$ cat config.mk
export PLATFORM = sky130hd
export DESIGN_NAME = fru_unit
export DESIGN_NICKNAME = d
export VERILOG_FILES = /design/src/fru_pkg.sv /design/src/fru_alu.sv /design/src/fru_unit.sv
export VERILOG_INCLUDE_DIRS = /design/src /design/src/src
export SDC_FILE = /design/constraint.sdc
export NUM_CORES = 1
export LEC_CHECK = 0
export ABC_AREA = 1
export BUFFER_PORTS_ARGS = -buffer_cell sky130_fd_sc_hd__buf_2
export CELL_PAD_IN_SITES_DETAIL_PLACEMENT = 1
export CELL_PAD_IN_SITES_GLOBAL_PLACEMENT = 1
export CORE_ASPECT_RATIO = 0.5
export CORE_MARGIN = 10
export CORE_UTILIZATION = 29
export DETAILED_ROUTE_END_ITERATION = 10
export MAX_ROUTING_LAYER = met4
export PLACE_DENSITY = 0.47
export SLEW_MARGIN = 40
export SYNTH_ARGS = -nofsm -noshare
export SYNTH_HDL_FRONTEND = slang
export SYNTH_SLANG_ARGS = --single-unit
$ cat constraint.sdc
create_clock -name i_clk_sys -period 32.9 [get_ports i_clk_sys]
set_input_delay 6.58 -clock i_clk_sys [delete_from_list [all_inputs] [get_ports i_clk_sys]]
set_output_delay 6.58 -clock i_clk_sys [all_outputs]
set_load 0.01 [all_outputs]
$ cat src/fru_consts.svh
// constant definitions for the file-register unary operation unit
`ifndef FRU_CONSTS_SVH
`define FRU_CONSTS_SVH

`define FRU_DATA_W      8
`define FRU_ADDR_W      7
`define FRU_NUM_REGS    128
`define FRU_ZERO_BYTE   8'h00
`define FRU_ONE_BYTE    8'h01
`define FRU_ACC_RST     8'h00
`define FRU_FLAG_RST    1'b0
`define FRU_DEST_ACC    1'b0
`define FRU_DEST_REG    1'b1

`endif

$ cat src/fru_pkg.sv
// types shared by the file-register unary operation unit
package fru_pkg;

    // ****************************************
    // operation codes
    // ****************************************
    typedef enum logic [2:0] {
        FRU_OP_NOP     = 3'h0,
        FRU_OP_INVERT  = 3'h1,
        FRU_OP_CLR_REG = 3'h2,
        FRU_OP_CLR_ACC = 3'h3,
        FRU_OP_DEC     = 3'h4,
        FRU_OP_DEC_SKZ = 3'h5,
        FRU_OP_INC_SKZ = 3'h6
    } fru_op_t;

    // ****************************************
    // execution states, gray coded
    // ****************************************
    typedef enum logic [1:0] {
        FRU_ST_EXEC = 2'b00,
        FRU_ST_SKIP = 2'b01
    } fru_state_t;

    // ****************************************
    // carriers
    // ****************************************
    typedef struct packed {
        fru_op_t    op;
        logic [6:0] addr;
        logic       dest;
    } fru_instr_t;

    typedef struct packed {
        logic [7:0] value;
        logic       zero;
        logic       upd_zero;
        logic       to_reg;
        logic       to_acc;
        logic       skip;
    } fru_alu_res_t;

endpackage : fru_pkg

$ cat src/fru_alu.sv
// combinational result path for the single-operand operations
`timescale 1ns/1ps
`default_nettype none
`include "fru_consts.svh"

module fru_alu (
    // ****************************************
    // operation in
    // ****************************************
    input  wire  fru_pkg::fru_instr_t   i_instr,
    input  wire  logic [7:0]            i_operand,
    // ****************************************
    // result out
    // ****************************************
    output var   fru_pkg::fru_alu_res_t o_res
);
    import fru_pkg::*;

    logic [7:0] val;
    logic       zero;

    always_comb begin
        val = i_operand;
        case (i_instr.op)
            FRU_OP_INVERT:  val = ~i_operand;
            FRU_OP_CLR_REG: val = `FRU_ZERO_BYTE;
            FRU_OP_CLR_ACC: val = `FRU_ZERO_BYTE;
            FRU_OP_DEC:     val = i_operand - `FRU_ONE_BYTE;
            FRU_OP_DEC_SKZ: val = i_operand - `FRU_ONE_BYTE;
            FRU_OP_INC_SKZ: val = i_operand + `FRU_ONE_BYTE;
            default:        val = i_operand;
        endcase
    end

    assign zero = (val == `FRU_ZERO_BYTE);

    always_comb begin
        o_res          = '0;
        o_res.value    = val;
        o_res.zero     = zero;
        case (i_instr.op)
            FRU_OP_INVERT, FRU_OP_DEC: begin
                o_res.upd_zero = 1'b1;
                o_res.to_reg   = (i_instr.dest == `FRU_DEST_REG);
                o_res.to_acc   = (i_instr.dest == `FRU_DEST_ACC);
            end
            FRU_OP_CLR_REG: begin
                o_res.upd_zero = 1'b1;
                o_res.to_reg   = 1'b1;
            end
            FRU_OP_CLR_ACC: begin
                o_res.upd_zero = 1'b1;
                o_res.to_acc   = 1'b1;
            end
            FRU_OP_DEC_SKZ, FRU_OP_INC_SKZ: begin
                // flags untouched on the skip pair
                o_res.to_reg   = (i_instr.dest == `FRU_DEST_REG);
                o_res.to_acc   = (i_instr.dest == `FRU_DEST_ACC);
                o_res.skip     = zero;
            end
            default: begin
                o_res.upd_zero = 1'b0;
            end
        endcase
    end

endmodule : fru_alu
`default_nettype wire

$ cat src/fru_unit.sv
// file-register unary operation unit with data registers, accumulator and zero flag
//
// Function
// - invert all bits of the addressed register, write destination, update zero flag
// - destination bit 0 writes the accumulator, 1 writes the addressed register
// - register clear writes zero to the register and sets the zero flag
// - accumulator clear loads zero and sets the zero flag, no operand
// - decrement writes value minus one to destination and updates zero flag
// - decrement-skip keeps flags; zero result turns the next instruction into a nop
// - increment-skip keeps flags; zero result turns the next instruction into a nop
`timescale 1ns/1ps
`default_nettype none
`include "fru_consts.svh"

module fru_unit (
    // ****************************************
    // clock and reset
    // ****************************************
    input  wire  logic                i_clk_sys,
    input  wire  logic                i_rst,
    // ****************************************
    // instruction in, one per cycle
    // ****************************************
    input  wire  logic                i_instr_valid,
    input  wire  fru_pkg::fru_instr_t i_instr,
    // ****************************************
    // register preload and inspection
    // ****************************************
    input  wire  logic                i_load_valid,
    input  wire  logic [6:0]          i_load_addr,
    input  wire  logic [7:0]          i_load_data,
    input  wire  logic [6:0]          i_peek_addr,
    // ****************************************
    // state out
    // ****************************************
    output logic [7:0]                o_acc,
    output logic                      o_zero,
    output logic                      o_skip,
    output logic                      o_done,
    output logic [7:0]                o_result,
    output logic [7:0]                o_peek_data
);
    import fru_pkg::*;

    // ****************************************
    // storage
    // ****************************************
    logic [7:0]   regs_ff [`FRU_NUM_REGS];
    logic [7:0]   acc_ff;
    logic         zero_ff;
    fru_state_t   state_ff;
    fru_state_t   nxt_state;
    logic         done_ff;
    logic         skip_ff;
    logic [7:0]   result_ff;
    logic [7:0]   peek_ff;

    logic         exec;
    logic [7:0]   operand;
    fru_alu_res_t res;
    logic         wr_en;
    logic [6:0]   wr_addr;
    logic [7:0]   wr_data;

    // ****************************************
    // decode helpers
    // ****************************************
    // a nop occupies a slot but reports nothing
    function automatic logic fru_is_op(input fru_op_t op);
        return (op != FRU_OP_NOP);
    endfunction : fru_is_op

    // ****************************************
    // instruction take and operand fetch
    // ****************************************
    // an instruction offered in the skip slot is dropped: that slot is the nop
    assign exec    = i_instr_valid && (state_ff == FRU_ST_EXEC);
    // the array is read combinationally, so each op sees the write of the op before it
    assign operand = regs_ff[i_instr.addr];

    // ****************************************
    // result path
    // ****************************************
    fru_alu u_alu (
        .i_instr   (i_instr),
        .i_operand (operand),
        .o_res     (res)
    );

    // ****************************************
    // skip sequencing
    // ****************************************
    always_comb begin
        nxt_state = state_ff;
        case (state_ff)
            FRU_ST_EXEC: begin
                if (exec && res.skip) begin
                    nxt_state = FRU_ST_SKIP;
                end
            end
            FRU_ST_SKIP: begin
                // the slot lasts one cycle whatever is offered in it
                nxt_state = FRU_ST_EXEC;
            end
            default: begin
                nxt_state = FRU_ST_EXEC;
            end
        endcase
    end

    always_ff @(posedge i_clk_sys) begin
        if (i_rst) begin
            state_ff <= FRU_ST_EXEC;
        end else begin
            state_ff <= nxt_state;
        end
    end

    // the skip slot flag is its own flop so the output has no decode behind it
    always_ff @(posedge i_clk_sys) begin
        if (i_rst) begin
            skip_ff <= `FRU_FLAG_RST;
        end else begin
            skip_ff <= (nxt_state == FRU_ST_SKIP);
        end
    end

    // ****************************************
    // data registers
    // ****************************************
    // one write port: an executing op that targets a register wins, a preload that cycle is lost
    always_comb begin
        wr_en   = 1'b0;
        wr_addr = i_load_addr;
        wr_data = i_load_data;
        if (exec && res.to_reg) begin
            wr_en   = 1'b1;
            wr_addr = i_instr.addr;
            wr_data = res.value;
        end else if (i_load_valid) begin
            wr_en   = 1'b1;
        end
    end

    // ****************************************
    // array storage
    // ****************************************
    // no reset on the array: register contents are undefined until written
    always_ff @(posedge i_clk_sys) begin
        if (wr_en) begin
            regs_ff[wr_addr] <= wr_data;
        end
    end

    // ****************************************
    // accumulator
    // ****************************************
    // the destination select is decoded once in the alu so both targets agree
    always_ff @(posedge i_clk_sys) begin
        if (i_rst) begin
            acc_ff <= `FRU_ACC_RST;
        end else if (exec && res.to_acc) begin
            acc_ff <= res.value;
        end
    end

    // ****************************************
    // zero flag
    // ****************************************
    // the skip pair never raises upd_zero, so the flag survives it
    always_ff @(posedge i_clk_sys) begin
        if (i_rst) begin
            zero_ff <= `FRU_FLAG_RST;
        end else if (exec && res.upd_zero) begin
            zero_ff <= res.zero;
        end
    end

    // ****************************************
    // completion pulse
    // ****************************************
    always_ff @(posedge i_clk_sys) begin
        if (i_rst) begin
            done_ff <= `FRU_FLAG_RST;
        end else begin
            done_ff <= exec && fru_is_op(i_instr.op);
        end
    end

    // ****************************************
    // last result
    // ****************************************
    // held across nops and the skip slot so it always names the last real op
    always_ff @(posedge i_clk_sys) begin
        if (i_rst) begin
            result_ff <= `FRU_ZERO_BYTE;
        end else if (exec && fru_is_op(i_instr.op)) begin
            result_ff <= res.value;
        end
    end

    // ****************************************
    // inspection port
    // ****************************************
    // peek shows the array as it stood before this edge, so a write shows one edge later
    always_ff @(posedge i_clk_sys) begin
        if (i_rst) begin
            peek_ff <= `FRU_ZERO_BYTE;
        end else begin
            peek_ff <= regs_ff[i_peek_addr];
        end
    end

    assign o_acc       = acc_ff;
    assign o_zero      = zero_ff;
    assign o_skip      = skip_ff;
    assign o_done      = done_ff;
    assign o_result    = result_ff;
    assign o_peek_data = peek_ff;

endmodule : fru_unit
`default_nettype wire

======== Word level (Yosys, flattened, before mapping) ========
Memory sizes are Yosys's and may differ from the RTL's. A register that Yosys moved wholly into a read port is not among the register bits.
Index checks and enable logic that the tools add are counted.
operators by class
  add/subtract/negate cells ............... 2
  multipliers ............................. 0
  div/mod/pow operators ................... 0
  order comparisons ....................... 0
  equality and inequality tests ........... 7
  shift-type cells ........................ 0
  multiplexer cells ....................... 13
  bitwise operators ....................... 2
  reductions and logical operators ........ 14
operators with widths
  cell                                               count
  one-hot mux 8 bit (4 select lines)                 1
  == test 3 bit (second input constant)              3
  adder 8 x 1 -> 8 bit (second input constant)       1
  logical NOT 8 bit                                  1
  2-to-1 mux 8 bit                                   1
  NOT 8 bit                                          1
  OR reduction 4 bit                                 2
  subtractor 8 x 1 -> 8 bit (second input constant)  1
  2-to-1 mux 7 bit                                   1
  == test 3 x 2 -> 1 bit (second input constant)     2
  logical AND 1 bit                                  6
  2-to-1 mux 1 bit                                   6
  OR reduction 2 bit                                 3
  2-to-1 mux 2 bit                                   2
  one-hot mux 1 bit (2 select lines)                 2
  == test 3 x 1 -> 1 bit (second input constant)     1
  nonzero test 3 bit                                 1
  == test 2 x 1 -> 1 bit (second input constant)     1
  logical NOT 2 bit                                  1
  NOT 1 bit                                          1
storage, ports and cells
  flip-flop bits (word level) ............. 21
  latch bits .............................. 0
  bits in writable memories ............... 1024
  bits in read-only memories .............. 0
  bits of input ports ..................... 37
  word-level logic and storage cells ...... 45
  memories kept ........................... 1
memory list
  name     depth  width  read ports  clocked after memory_dff  write ports  RTL line        source
  regs_ff  128    8      2           1                         1            fru_unit.sv:48  logic [7:0] regs_ff [`FRU_NUM_REGS];

======== Logic depth before layout (Yosys ltp) ========
  word-level depth ........................ 9
  depth in mapped cells ................... 31
  gate-level depth less buffers ........... 28

======== Hierarchy ========
Synthesis repeated with hierarchy kept, for this count alone.
unflattened totals
  cell total of the unflattened synthesis .. 6128
  area, all modules ....................... 53513.8 um^2
by module, submodules not included
  module    times used  cells each  area each (um^2)  seq. area each (um^2)
  fru_unit  1           5997        52793.1           31330.0
  fru_alu   1           131         720.7             0.0

======== Least setup slack after synthesis ========
No wires, ideal clock.
  kind .................................... input to register
  from .................................... input i_instr[2] (netlist name)
  to ...................................... memory regs_ff[0][6] (data pin)
  arrival ................................. 14.011 ns
  required time ........................... 31.703 ns
  path slack .............................. 17.692 ns
  stages .................................. 26
  path buffers ............................ 4
  path through ............................ buf_4 inv_2 buf_6 buf_6 buf_2 nand3_1 nand3_1 nand3_1 nand2_1 nand2_1 nand3_1 nand3_1 nand2_1 inv_1 fa_1 nand2_1 inv_1 o21ai_0 nand2_1 a21oi_1 o21bai_1 a21oi_1 o21ai_0 nand2_1 nor2_2 o21ai_0
between the ends
  longest elaborated chain between the ends .. 4
ends and longest elaborated chain
  what                                                          RTL line         source
  from (decl)                                                   fru_unit.sv:25   input wire fru_pkg::fru_instr_t i_instr,
  memory (128 x 8 bit) *                                        n/a
  adder 8 x 1 -> 8 bit (no line), or another cell as far along  n/a
  one-hot mux 8 bit (4 select lines) *                          fru_alu.sv:24    case (i_instr.op)
  2-to-1 mux 8 bit *                                            fru_unit.sv:136  if (exec && res.to_reg) begin
  net wr_data[6]                                                fru_unit.sv:63   logic [7:0] wr_data;
  to (decl)                                                     fru_unit.sv:48
Mark *: on every way through the listed nets, which the timed path passes. The rest lies on a longest branch.

======== Worst setup path in the final report ========
  from .................................... input i_instr[1] (netlist name)
  to ...................................... memory regs_ff[27][4] (data pin)
The elaborated chain is that of the path after synthesis.

==> impl_results.md <==
* Final Skew at 34.8 ps
* Die footprint at 0.198 mm2
* DR iter-0 viols at 4,435
* Top cell type's share of synthesized area at 59.0%
* Post-cts resize count at 0
* Fin Setup TNS at 0 ps
* Most area-consuming cells after synthesis: edfxtp_1 59%, nand2_1 7.5%, nand3_1 7.5%
* Post-route minimum period at 13,280 ps
* Hold Path End: o_result[0]$_SDFFE_PP0P_
* DR vias at 45,773
* Hold path startpoint: o_result[0]$_SDFFE_PP0P_
* GP Congestion at 0.858
* Worst R2R End: regs_ff[27][4]$_DFFE_PP_
* Sw frac at 28.5%
* Peak VDD IR at 0.0000398 V
* Worst slew margin at 37.9%
* Syn Area/Cell at 9.29 um2
* Layout cell share with drive strength beyond 1 at 8.73%
* Fill count at 20,108
* Starting Density at 29.3%
* Clk Latency, worst-skew pair at 760 ps
* Max_cap viols at 0
* Critical path's slowest cell: buf_4
* Syn. warnings at 0
* I/O Buffers at 63
* Vias per inst at 5.75
* Netlist Area Pre-Place at 0.0521 mm2
* Core Footprint at 0.178 mm2
* Clock share of power at 39.9%
* Post-DP HPWL at 151 mm
* Largest net degree at the start of global routing at 133
* Hold/Removal Path Class: flip-flop to flip-flop
* CTS tree: yes
* First-pass GRT wire length at 352 mm
* Residual DRC count at 0
* Status: finished, final reports clean
* Vias in the first global route at 45,961
* R2R cell count at 24
* Reg2reg setup slack at 27,470 ps
* Row count at 109
* Seq/Total Area, Yosys at 60.1%
* Slew Viols, Final at 0
* WP data required at 33,350 ps
* Worst flop-to-flop path startpoint: regs_ff[51][0]$_DFFE_PP_
* FFs w/ async S/R, synth at 0%
* Area of the multi-input gates at 0.0189 mm2
* Clk root buf: clkbuf_16
* Fin Hold WS at 499 ps
* Die H at 320 um
* Clock transition at path regs at 60 ps
* Clock buffer depth at 3
* Unrepaired setup endpoints after global routing: false
* P&R area growth vs syn at 12.5%
* Yosys cell types at 35
* CP most frequent cell: nand2_1
* H-tree levels at 3
* Power Dens Cells at 53.8 mW/mm2
* Final hold vios at 0
* Fmax at 0.0753 GHz
* Comb pwr share at 12.6%
* Total CTS buffers at 109
* Pint at 2.25 mW
* Worst EP arrival at 13,730 ps
* # setup viols final at 0
* Drt pass-1 iters at 5
* Post-route ant nets at 0
* Critical path startpoint category: input pin
* Most used DFF post-synth: edfxtp_1
* Final core occ at 33.0%
* CP endpoint kind: flip-flop
* NetSw at 0.899 mW
* Post-CTS setup buffers at 0
* Nets at 5,517
* Sequential cell area at 0.0313 mm2
* Post-synth EDFFs at 1,024
* Worst setup path class: input pin to flip-flop
* Cells on Worst Hold Path at 2
* Leakage at 19.7 nW
* CTS sink cnt at 1,053
* Drt wl/cell at 31.3 um
* Period utilization at 40.4%
* Antenna violations before repair at 7
* Biggest area consumer among synthesized cells: edfxtp_1
* Die width at 620 um
* Slew @ Worst Pin at 917 ps
* Mapped Cells at 5,611
* Gr usage total at 24.9%
* Top-level I/O count at 64
* Post-synthesis net count at 5,655
* Hold-fix buffers, CTS at 0
* CP max stage delay at 610 ps
* Most frequent cell after synthesis: nand2_1
* Register bit total from synthesis at 1,053
* Final WL at 249 mm
* Commonest cells post-synth: 1,048 x nand2_1, 1,024 x edfxtp_1, 934 x nor2_1
* Part of the power in registers at 47.5%
* CP max FO at 87
* Global route overflow at 0
layout make-up:
type	instances	area share [%]
sequential	1053	53.5
multi-input combinational	4034	32.3
tap	2386	5.09
clock buffer	145	4.95
timing repair buffer	208	2.82
clock inverter	59	0.871
inverter	67	0.504
antenna	4	0.0171
routing by layer:
layer  share of wire, %  global-route usage [%]  up-vias
met1                 47                    35.4    24032
li1                   -                       -    19763
met2                 44                    37.5     1612
met4                2.7                    6.22        0
met5                  0                       -        -
met3                6.0                    3.17      366
sequential cells by signal, indices dropped and copies added (netlist names):
signal,cells
o_peek_data,8
state_ff,2
o_done,1
o_zero,1
o_acc,8
o_skip,1
o_result,8
regs_ff,1024
worst max-delay path: cells and delay by family:
kind | cells | cell delay (ps)
AOI/OAI and AO/OA | 3 | 890
adders and majority gates | 1 | 270
buffers and inverters | 10 | 3690
and+or+nand+nor | 15 | 1940
metrics by stage:
stage | power, mW | cells | cell area, um2 | setup WS (ps)
global route | 3.25 | 7953 | 58600 | 19370
CTS | 3.17 | 7951 | 58600 | 19910
detailed placement | 1.92 | 7747 | 55100 | 19120
floorplan | 1.74 | 5611 | 52100 | 17690
finish | 3.15 | 7956 | 58600 | 19620
global placement | 1.91 | 7743 | 54800 | 18750
cells by family (layout without fill, tap and decap cells):
family | count (synthesis) | in the layout | share of synthesized area [%]
other | 1 | 5 | 0.00720
AND/OR/NAND/NOR | 2790 | 2790 | 22.1
buffers and inverters | 524 | 479 | 4.41
AO/OA/AOI/OAI | 1236 | 1236 | 13.2
flip-flops | 1053 | 1053 | 60.1
adder cells (fa/ha/maj) | 7 | 7 | 0.182
worst max path at each step:
| stage | start | endpoint | slack (ps) |
|---|---|---|---|
| 4_1_cts | i_instr[1] | regs_ff[56][4]$_DFFE_PP_ | 19910 |
| 3_3_place_gp | i_instr[1] | regs_ff[31][4]$_DFFE_PP_ | 18750 |
| 6_report | i_instr[1] | regs_ff[27][4]$_DFFE_PP_ | 19620 |
| 5_1_grt | i_instr[1] | regs_ff[23][4]$_DFFE_PP_ | 19370 |
| 2_1_floorplan | i_instr[2] | regs_ff[0][6]$_DFFE_PP_ | 17690 |
| 3_5_place_dp | i_instr[1] | regs_ff[56][4]$_DFFE_PP_ | 19120 |
cells in the final DEF (no fill, tap or decap), types with 6 or more instances in the layout:
master        n
o221ai_1     48
a31oi_1      11
clkinv_2     18
nor3_1        9
nor2_4       13
buf_6         9
clkinv_1     28
o21ai_4       7
clkbuf_16   109
nand3_1     784
o211ai_1     12
buf_4       126
inv_1        55
bufinv_16     7
dfxtp_1      29
or2_2         8
o21ai_1      19
nor2_1      835
nor2_2       88
o22ai_1     317
buf_2        56
buf_12       11
clkbuf_1     32
o21ai_0     773
ha_1          6
edfxtp_1   1024
nand2_1    1047
a21oi_1      27
power groups by stage:
| stage | combinational [mW] | sequential [mW] | clock, mW |
|---|---|---|---|
| 2_1_floorplan | 0.203 | 1.54 | 0 |
| 3_3_place_gp | 0.386 | 1.53 | 0 |
| 3_5_place_dp | 0.394 | 1.53 | 0 |
| 4_1_cts | 0.395 | 1.50 | 1.28 |
| 5_1_grt | 0.423 | 1.50 | 1.33 |
| 6_report | 0.398 | 1.50 | 1.26 |
(Power assumes the default switching activity.)
